$ cat src/shared/mcro_map.vh
`ifndef MCRO_MAP_VH
`define MCRO_MAP_VH

// Register indices; byte address is index times four
`define MCRO_IDX_OPCTL2     6'h08
`define MCRO_IDX_HCLK       6'h0A
`define MCRO_IDX_STAT       6'h0C
`define MCRO_ADDR_OPCTL2    {`MCRO_IDX_OPCTL2, 2'b00}
`define MCRO_ADDR_HCLK      {`MCRO_IDX_HCLK, 2'b00}
`define MCRO_ADDR_STAT      {`MCRO_IDX_STAT, 2'b00}

// Host clock control fields, plus the soft reset bit of register 08h
`define MCRO_HCLK_RST       6'h06
`define MCRO_SEL_MSB        2
`define MCRO_SEL_LSB        0
`define MCRO_LFC_BIT        3
`define MCRO_TAIL_MSB       5
`define MCRO_TAIL_LSB       4
`define MCRO_SWRST_BIT      7

// Divide select codes; the logic tests all but MCRO_SEL_1M by name
`define MCRO_SEL_30M        3'h0
`define MCRO_SEL_15M        3'h1
`define MCRO_SEL_10M        3'h2
`define MCRO_SEL_4M         3'h3
`define MCRO_SEL_3M         3'h4
`define MCRO_SEL_2M         3'h5
`define MCRO_SEL_1M         3'h6
`define MCRO_SEL_LF         3'h7

// Host clock periods, counted in source edges (two per source cycle)
`define MCRO_PER_30M        6'h02
`define MCRO_PER_15M        6'h04
`define MCRO_PER_10M        6'h06
`define MCRO_PER_4M         6'h0F
`define MCRO_PER_3M         6'h14
`define MCRO_PER_2M         6'h1E
`define MCRO_PER_1M         6'h3C
`define MCRO_PER_LF         6'h02

// Tail codes and lengths in host clock cycles
`define MCRO_TAIL_NONE      2'h0
`define MCRO_TAIL_128       10'h080
`define MCRO_TAIL_256       10'h100
`define MCRO_TAIL_512       10'h200

// Timing
`define MCRO_CLK_MHZ        100
`define MCRO_T_SWRST_US     50
`define MCRO_T_GLITCH_US    16000

`endif

$ cat src/verilog/mcro_clk_div.v
`timescale 1ns/1ps
`include "mcro_map.vh"

module mcro_clk_div (
  input  wire       i_mclk,
  input  wire       i_rst,
  input  wire       i_xtal_edge,
  input  wire       i_lf_edge,
  input  wire [2:0] i_sel,
  input  wire       i_lf_sel,
  input  wire       i_run,
  output reg        o_clk,
  output reg        o_wrap,
  output reg        o_cur_lf,
  output reg        o_halted
);

  reg  [5:0] cnt_reg;
  reg  [5:0] per_reg;
  reg  [5:0] hi_reg;
  wire       tick;
  wire [5:0] per_new;

  // Period of the host clock in source edges
  function [5:0] period;
    input [2:0] sel;
    input       lf;
    begin
      if (lf) begin
        period = `MCRO_PER_LF;
      end else begin
        case (sel)
          `MCRO_SEL_30M: period = `MCRO_PER_30M;
          `MCRO_SEL_15M: period = `MCRO_PER_15M;
          `MCRO_SEL_10M: period = `MCRO_PER_10M;
          `MCRO_SEL_4M:  period = `MCRO_PER_4M;
          `MCRO_SEL_3M:  period = `MCRO_PER_3M;
          `MCRO_SEL_2M:  period = `MCRO_PER_2M;
          default:       period = `MCRO_PER_1M;
        endcase
      end
    end
  endfunction

  assign tick    = o_cur_lf ? i_lf_edge : i_xtal_edge;
  assign per_new = period(i_sel, i_lf_sel);

  // New source, ratio or stop only at a period boundary, so no phase is cut short
  always @(posedge i_mclk) begin
    o_wrap <= 1'b0;
    if (i_rst) begin
      cnt_reg  <= `MCRO_PER_1M - 6'h01; // First tick after reset starts a whole high phase
      per_reg  <= `MCRO_PER_1M;
      hi_reg   <= `MCRO_PER_1M >> 1;
      o_cur_lf <= 1'b0;
      o_halted <= 1'b0;
      o_clk    <= 1'b0;
    end else if (o_halted) begin
      // Output is low and idle; new settings may load at once
      per_reg  <= per_new;
      hi_reg   <= (per_new + 6'h01) >> 1;
      o_cur_lf <= i_lf_sel;
      cnt_reg  <= per_new - 6'h01;
      o_halted <= ~i_run;
    end else if (tick) begin
      if (cnt_reg == per_reg - 6'h01) begin
        o_wrap   <= 1'b1;
        per_reg  <= per_new;
        hi_reg   <= (per_new + 6'h01) >> 1; // Odd periods get the longer high half
        o_cur_lf <= i_lf_sel;
        o_halted <= ~i_run;
        if (o_cur_lf != i_lf_sel) begin
          // Source swap: edges of the two sources are unrelated, so stay low until the new one ticks
          cnt_reg <= per_new - 6'h01;
          o_clk   <= 1'b0;
        end else begin
          cnt_reg <= 6'h00;
          o_clk   <= i_run;
        end
      end else begin
        cnt_reg <= cnt_reg + 6'h01;
        o_clk   <= (cnt_reg + 6'h01) < hi_reg;
      end
    end
  end

endmodule

$ cat src/verilog/mcro_top.v
`timescale 1ns/1ps
`include "mcro_map.vh"

// How it works
// - Eight host clock rates chosen by three-bit divide select, 30 MHz to 32.768 kHz.
// - All rates but 4 MHz and 32.768 kHz are integer divisions of the crystal.
// - After reset the host clock runs at 1 MHz, control default 06h.
// - Slow clock enable set: sleep supplies 32.768 kHz, ignoring divide select.
// - Idle, transmit and receive output the divide-selected rate.
// - Crystal oscillator stops during sleep.
// - Slow clock enable clear: host clock stops in sleep after any tail.
// - Tail field gives 0, 128, 256 or 512 extra cycles before stopping.
// - Pending interrupt keeps the host clock running in every mode.
// - Mode change waits until the host has read the pending interrupt.
// - Sleep with interrupt outstanding keeps the crystal running until cleared.
// - Any internal reset returns all registers to default values.
// - Reset appears on the reset pin and inverted on its twin.
// - Soft reset via register 08h holds internal reset for the soft pulse time.
// - Power-on and shutdown release give a long internal reset pulse.
// - Control register 0Ah: tail 5:4, slow enable 3, divide select 2:0.
module mcro_top #(
  parameter [31:0] P_SWRST_CYC  = `MCRO_T_SWRST_US * `MCRO_CLK_MHZ,
  parameter [31:0] P_GLITCH_CYC = `MCRO_T_GLITCH_US * `MCRO_CLK_MHZ
) (
  input  wire        i_mclk,
  input  wire        i_sys_rst,
  input  wire        i_shutdown_pin,
  input  wire        i_xtal_edge,
  input  wire        i_lf_edge,
  input  wire        i_sleep_req,
  input  wire        i_irq_pending,
  input  wire [7:0]  i_avs_address,
  input  wire        i_avs_read,
  input  wire        i_avs_write,
  input  wire [31:0] i_avs_writedata,
  input  wire [3:0]  i_avs_byteenable,
  output reg  [31:0] o_avs_readdata,
  output reg         o_avs_waitrequest,
  output wire        o_clock_output_pin,
  output reg         o_xtal_en,
  output reg         o_sleep_active,
  output reg         o_int_rst,
  output reg         o_rst_pin,
  output reg         o_rst_pin_n
);

  localparam [1:0] ST_RUN   = 2'b00;
  localparam [1:0] ST_TAIL  = 2'b01;
  localparam [1:0] ST_SWAP  = 2'b10;
  localparam [1:0] ST_SLEEP = 2'b11;

  localparam [23:0] SWRST_CYC  = P_SWRST_CYC[23:0];
  localparam [23:0] GLITCH_CYC = P_GLITCH_CYC[23:0];

  reg  [5:0]  hclk_reg;
  reg  [1:0]  state_reg;
  reg  [1:0]  state_next;
  reg  [9:0]  tail_cnt_reg;
  reg  [9:0]  tail_cnt_next;
  reg  [23:0] rst_cnt_reg;
  reg  [31:0] rd_mux;
  reg         run_req;
  reg         lf_req;
  wire        rst_all;
  wire        bus_req;
  wire        bus_wr;
  wire        soft_rst;
  wire [2:0]  sel;
  wire        lfc;
  wire [1:0]  tail;
  wire [9:0]  tail_len;
  wire        div_wrap;
  wire        div_lf;
  wire        div_halted;
  wire        hold;

  // Decode of the host clock control fields
  assign sel  = hclk_reg[`MCRO_SEL_MSB:`MCRO_SEL_LSB];
  assign lfc  = hclk_reg[`MCRO_LFC_BIT];
  assign tail = hclk_reg[`MCRO_TAIL_MSB:`MCRO_TAIL_LSB];

  // Tail length in host clock cycles
  function [9:0] tail_cycles;
    input [1:0] code;
    begin
      case (code)
        2'h1:    tail_cycles = `MCRO_TAIL_128;
        2'h2:    tail_cycles = `MCRO_TAIL_256;
        2'h3:    tail_cycles = `MCRO_TAIL_512;
        default: tail_cycles = 10'h000;
      endcase
    end
  endfunction

  assign tail_len = tail_cycles(tail);

  // Bus slave stays alive through internal reset so software can poll status
  assign rst_all  = i_sys_rst | o_int_rst;
  assign bus_req  = i_avs_read | i_avs_write;
  assign bus_wr   = i_avs_write & ~o_avs_waitrequest & i_avs_byteenable[0];
  assign soft_rst = bus_wr & (i_avs_address == `MCRO_ADDR_OPCTL2) & i_avs_writedata[`MCRO_SWRST_BIT];

  // Interrupt pending or sleep withdrawn both pull the sequencer back to run
  assign hold = i_irq_pending | ~i_sleep_req;

  // Internal reset sequencer
  always @(posedge i_mclk) begin
    if (i_sys_rst) begin
      o_int_rst   <= 1'b1;
      rst_cnt_reg <= GLITCH_CYC;
    end else if (i_shutdown_pin) begin
      o_int_rst   <= 1'b1;
      rst_cnt_reg <= GLITCH_CYC;
    end else if (soft_rst) begin
      o_int_rst   <= 1'b1;
      rst_cnt_reg <= SWRST_CYC;
    end else if (rst_cnt_reg != 24'h00_0000) begin
      rst_cnt_reg <= rst_cnt_reg - 24'h00_0001;
      o_int_rst   <= (rst_cnt_reg != 24'h00_0001);
    end else begin
      o_int_rst <= 1'b0;
    end
  end

  // Reset presented to the host on both pins
  always @(posedge i_mclk) begin
    if (i_sys_rst) begin
      o_rst_pin   <= 1'b1;
      o_rst_pin_n <= 1'b0;
    end else begin
      o_rst_pin   <= o_int_rst;
      o_rst_pin_n <= ~o_int_rst;
    end
  end

  // Host clock control register
  always @(posedge i_mclk) begin
    if (rst_all) begin
      hclk_reg <= `MCRO_HCLK_RST;
    end else if (bus_wr && i_avs_address == `MCRO_ADDR_HCLK) begin
      hclk_reg <= i_avs_writedata[5:0];
    end
  end

  // Read data selection; unmapped addresses read zero
  always @* begin
    rd_mux = 32'h0000_0000;
    case (i_avs_address)
      `MCRO_ADDR_HCLK: begin
        rd_mux[5:0] = hclk_reg;
      end
      `MCRO_ADDR_STAT: begin
        rd_mux[1:0] = state_reg;
        rd_mux[2]   = o_xtal_en;
        rd_mux[3]   = div_lf;
        rd_mux[4]   = div_halted;
        rd_mux[5]   = o_int_rst;
        rd_mux[6]   = o_sleep_active;
      end
      default: begin
        rd_mux = 32'h0000_0000;
      end
    endcase
  end

  // One wait cycle per request; read data is captured one edge before the write lands
  always @(posedge i_mclk) begin
    if (i_sys_rst) begin
      o_avs_waitrequest <= 1'b1;
      o_avs_readdata    <= 32'h0000_0000;
    end else begin
      o_avs_waitrequest <= ~(bus_req & o_avs_waitrequest);
      if (bus_req && o_avs_waitrequest) begin
        o_avs_readdata <= rd_mux;
      end
    end
  end

  // Sleep sequencer: next state and divider requests
  always @* begin
    state_next    = state_reg;
    tail_cnt_next = tail_cnt_reg;
    run_req       = 1'b1;
    lf_req        = (sel == `MCRO_SEL_LF);
    case (state_reg)
      ST_RUN: begin
        // Selected rate in idle, transmit and receive
        if (!hold) begin
          if (lfc) begin
            state_next = ST_SWAP;
          end else if (tail != `MCRO_TAIL_NONE) begin
            state_next    = ST_TAIL;
            tail_cnt_next = 10'h000;
          end else begin
            state_next = ST_SWAP;
          end
        end
      end
      ST_TAIL: begin
        // Stop request rides the wrap that ends the last tail cycle
        run_req = (tail_cnt_reg != tail_len - 10'h001);
        if (hold) begin
          state_next = ST_RUN;
        end else if (div_wrap) begin
          if (!run_req) begin
            state_next = ST_SWAP;
          end else begin
            tail_cnt_next = tail_cnt_reg + 10'h001;
          end
        end
      end
      ST_SWAP: begin
        run_req = lfc;
        lf_req  = lfc | (sel == `MCRO_SEL_LF);
        if (hold) begin
          state_next = ST_RUN;
        end else if (lfc ? div_lf : div_halted) begin
          state_next = ST_SLEEP;
        end
      end
      ST_SLEEP: begin
        run_req = lfc;
        lf_req  = lfc | (sel == `MCRO_SEL_LF);
        if (hold) begin
          state_next = ST_RUN;
        end
      end
      default: begin
        state_next = ST_RUN;
      end
    endcase
  end

  // Sequencer registers and crystal enable
  always @(posedge i_mclk) begin
    if (rst_all) begin
      state_reg      <= ST_RUN;
      tail_cnt_reg   <= 10'h000;
      o_xtal_en      <= 1'b1;
      o_sleep_active <= 1'b0;
    end else begin
      state_reg    <= state_next;
      tail_cnt_reg <= tail_cnt_next;
      // Crystal only stops once the host clock has left it
      o_xtal_en      <= (state_next != ST_SLEEP);
      o_sleep_active <= (state_next == ST_SLEEP);
    end
  end

  // Host clock generator; its output flop drives the pin directly
  mcro_clk_div u_div (
    .i_mclk      (i_mclk),
    .i_rst       (rst_all),
    .i_xtal_edge (i_xtal_edge & o_xtal_en),
    .i_lf_edge   (i_lf_edge),
    .i_sel       (sel),
    .i_lf_sel    (lf_req),
    .i_run       (run_req),
    .o_clk       (o_clock_output_pin),
    .o_wrap      (div_wrap),
    .o_cur_lf    (div_lf),
    .o_halted    (div_halted)
  );

endmodule

$ cat config.mk
export PLATFORM = sky130hd
export DESIGN_NAME = mcro_top
export DESIGN_NICKNAME = d
export VERILOG_FILES = /design/src/verilog/mcro_clk_div.v /design/src/verilog/mcro_top.v
export VERILOG_INCLUDE_DIRS = /design/src /design/src/shared
export SDC_FILE = /design/constraint.sdc
export NUM_CORES = 1
export LEC_CHECK = 0
export ABC_CLOCK_PERIOD_IN_PS = 2710
export CAP_MARGIN = 20
export CORE_MARGIN = 5
export CORE_UTILIZATION = 60
export DETAILED_ROUTE_END_ITERATION = 8
export DONT_BUFFER_PORTS = 1
export PLACE_DENSITY = 0.75
export SKIP_CTS_REPAIR_TIMING = 1
export SLEW_MARGIN = 10
export SYNTH_ARGS = -nofsm -noshare
export SYNTH_HDL_FRONTEND = slang
export SYNTH_SLANG_ARGS = --single-unit
$ cat constraint.sdc
create_clock -name i_mclk -period 2.71 [get_ports i_mclk]
set_input_delay 0.1355 -clock i_mclk [delete_from_list [all_inputs] [get_ports i_mclk]]
set_output_delay 0.1355 -clock i_mclk [all_outputs]
set_load 0.01 [all_outputs]
==> flow_summary.rst <==
.. list-table::
   :header-rows: 1

   * - Metric
     - Value
   * - Minimum clock period after layout
     - 2440 ps
   * - Data arrival time of the worst path
     - 2700 ps
   * - Switching Power
     - 0.000514 W
   * - Top-area cell type share of the netlist area
     - 0.354
   * - Overall die area
     - 8960 sq um
   * - Share of the core filled with cells in the final layout
     - 0.658
   * - Clock Root Buffer
     - sky130_fd_sc_hd__clkbuf_8
   * - DPL Wire Length
     - 6.80 mm
   * - Critical Path End Type
     - register
   * - Largest incremental delay on the critical path
     - 540 ps
   * - CTS clk-pin slew, worst paths
     - 70 ps
   * - Peak supply drop
     - 0.279 mV
   * - Maximum number of pins on one net before global-route repair
     - 27
   * - Most frequently used cell type in the post-synthesis netlist
     - sky130_fd_sc_hd__dfxtp_1
   * - Initial standard-cell utilization of the core
     - 0.626
   * - Worst clock skew on the final layout
     - 8.48 ps
   * - Sum Neg Setup Slack
     - 0 ps
   * - Largest fanout of any net on the critical path
     - 11
   * - Global Route Usage Sum
     - 0.216
   * - Number of instances in the synthesized netlist
     - 519
   * - Post-synthesis sequential area ratio
     - 0.354
   * - Routed length per instance
     - 15.1 um
   * - Post-route cell area
     - 4520 sq um
   * - Relative slew slack
     - 0.562
   * - Slew Limit Fails
     - 0
   * - Final number of setup-violating endpoints
     - 0
   * - Share of the clock period used by the worst path after layout
     - 0.902
   * - Mean instance size in the synthesized netlist
     - 8.28 sq um
   * - Wire length of the first global-routing pass
     - 15.4 mm
   * - Wirelength, routed
     - 9.38 mm
   * - Boundary Pins
     - 92
   * - Max capacitance violation total
     - 0
   * - Initial antenna violation count
     - 0
   * - Setup repair after global routing missed its margin
     - no
   * - Quantity of I/O buffers inserted on ports
     - 0
   * - Cell mode on critical path
     - sky130_fd_sc_hd__ha_1
   * - Number of flops mapped to enable cells by yosys
     - 0
   * - Number of flip-flops in the largest register
     - 24
   * - Count of unresolved DRC violations after routing
     - 0
   * - Mapped cell area
     - 4300 sq um
   * - Status
     - finished with violations
   * - Maximum achievable frequency
     - 0.409 GHz
   * - Sinks on the clock net
     - 76
   * - Routability congestion estimate from global placement
     - 0.901
   * - Count of synthesis-stage warnings from yosys
     - 0
   * - Clock Tree Buf Depth
     - 2
   * - Final Net Count
     - 595
   * - ANT nets after route
     - 0
   * - Skew-Pair Late Insertion Delay
     - 340 ps
   * - Worst Path Required
     - 2970 ps
   * - Library cell occupying the most area in the post-synthesis netlist
     - sky130_fd_sc_hd__dfxtp_1
   * - Clock tree from TritonCTS
     - built
   * - Initial detailed-routing violation count
     - 187
   * - Cell Int Power
     - 0.00154 W
   * - Portion of total power attributed to combinational logic
     - 0.079
   * - Area added between synthesis and finish
     - 5.21%
   * - Routed via count
     - 3,556
   * - PD cells
     - 455 nW/um^2
   * - Post-detailed-route via-to-cell ratio
     - 5.71
   * - Total number of H-tree levels
     - 3
   * - Hold Vio Cnt, Final
     - 1
   * - Post-synth cell types
     - 62
   * - Sum of overflow across all layers after global routing
     - 0
   * - Startpoint class of the critical path
     - register
   * - Number of clock buffers inserted by TritonCTS
     - 9
   * - Top FF cell, synth
     - sky130_fd_sc_hd__dfxtp_1
   * - Commonest cells post-synth
     - sky130_fd_sc_hd__dfxtp_1, sky130_fd_sc_hd__nor2_1, sky130_fd_sc_hd__nand2_1
   * - Switching fraction of total power
     - 0.250
   * - Number of global-route vias before repair
     - 3,312
   * - Die Y
     - 94.6 um
   * - Site Rows
     - 30
   * - Synth area leaders
     - sky130_fd_sc_hd__dfxtp_1, sky130_fd_sc_hd__nor2_1, sky130_fd_sc_hd__ha_1
   * - Sequence of cells on the critical path
     - ha_1, a21o_1, o211ai_1, inv_1, ha_1, o21ai_0, a211o_1, o21bai_1
   * - Async set or reset register ratio after synthesis
     - 0
   * - Antenna diode instance count
     - 0
   * - Transition at the pin with the smallest max-transition slack
     - 651 ps
   * - Placed cell area
     - 4290 sq um
   * - Core region area
     - 6870 sq um
   * - Violated checks
     - negative hold slack
   * - Clock power share
     - 0.357
   * - Standby leakage power
     - 1.74 nW
   * - Share of post-route cells with drive strength above 1
     - 0.0607
   * - Die extent in x
     - 94.6 um
   * - Worst hold margin
     - -0.0822 ps
   * - Type of the worst setup path
     - reg -> reg
   * - Initial DRT Pass Iterations
     - 5
   * - Kind of path behind the tightest hold check
     - in -> reg
   * - Count of state elements after synthesis
     - 76
   * - Part of the total power dissipated in sequential elements
     - 0.564
   * - Master of the slowest instance on the critical path
     - sky130_fd_sc_hd__dfxtp_1
   * - Total chip power
     - 0.00206 W
## power by group through the flow
| stage | combinational [W] | clock [W] | sequential [W] |
|---|---|---|---|
| after floorplan | 0.000156 | 0 | 0.00118 |
| after global placement | 0.000145 | 0 | 0.00118 |
| after detailed placement | 0.000150 | 0 | 0.00118 |
| after CTS | 0.000150 | 0.000752 | 0.00116 |
| after global routing | 0.000183 | 0.000798 | 0.00116 |
| final | 0.000163 | 0.000734 | 0.00116 |
## cell families (layout without fill, tap and decap cells)
group / Yosys count / in the layout / synth area share
buf+inv: 65 / 49 / 0.0809
fa+ha+maj: 18 / 18 / 0.0524
xor+xnor: 39 / 39 / 0.0795
mux: 9 / 9 / 0.0210
simple gates: 194 / 194 / 0.228
other cells: 1 / 25 / 0.000872
compound gates: 117 / 117 / 0.184
flops: 76 / 76 / 0.354
## critical path: cells and delay by family, from the launching register on
family                   cells  cell delay, ps
buffers and inverters        1             180
adder cells (fa/ha/maj)      2             660
AO/OA/AOI/OAI                5             990
flip-flops                   1             540
## cell usage in the layout, fill, tap and decap left out, drive strengths merged, types with 5 or more instances in the layout
| cell type | netlist | layout |
|---|---|---|
| dfxtp | 76 | 76 |
| nor2 | 62 | 62 |
| nand2 | 35 | 35 |
| o21ai | 34 | 34 |
| conb | 1 | 25 |
| nand3 | 22 | 22 |
| inv | 21 | 21 |
| xnor2 | 20 | 20 |
| nor3 | 20 | 20 |
| xor2 | 19 | 19 |
| a21oi | 19 | 19 |
| ha | 18 | 18 |
| or3 | 12 | 12 |
| clkbuf | 16 | 12 |
| a31oi | 10 | 10 |
| mux2i | 9 | 9 |
| a211oi | 9 | 9 |
| nand2b | 8 | 8 |
| dlygate4sd3 | 0 | 8 |
| o211ai | 7 | 7 |
| nor4 | 7 | 7 |
| o21a | 6 | 6 |
| a22oi | 6 | 6 |
| buf | 28 | 6 |
| nand4 | 5 | 5 |
## through the flow
stage	hold WS (ps)	setup slack, ps	std cells
3_5_place_dp	209	350	601
2_1_floorplan	208	568	543
4_1_cts	-167	265	615
5_1_grt	1.41	26.6	623
3_3_place_gp	206	414	601
6_report	-0.0822	265	623
## layout make-up
class	instances	area, sq um
Inverter	21	78.8
Sequential cell	76	1520
Multi-Input combinational cell	402	2520
Clock buffer	12	145
Fill cell	589	2350
Tap cell	96	120
Timing Repair Buffer	14	125
Clock inverter	2	12.5
## path summary, 6_finish.rpt
path | depth (start not counted) | slack [ps] | to | startpoint
max | 8 | 270 | u_div.cnt_reg[4] | hclk_reg[2]
max reg2reg | 8 | 270 | u_div.cnt_reg[4] | hclk_reg[2]
min | 2 | -0.08 | state_reg[1] | i_irq_pending
min reg2reg | 2 | 460 | u_div.hi_reg[0] | u_div.hi_reg[0]
## per-layer routing
| metal | routed length (um) | vias up | share of wire | GRT usage |
|---|---|---|---|---|
| li1 | - | 1792 | - | - |
| met1 | 4080 | 1634 | 0.44 | 0.267 |
| met2 | 4500 | 110 | 0.48 | 0.354 |
| met3 | 597 | 20 | 0.064 | 0.0566 |
| met4 | 198 | 0 | 0.021 | 0.0925 |
| met5 | 0 | - | 0 | 0 |
Note: power is estimated with default switching activity, not from simulation.
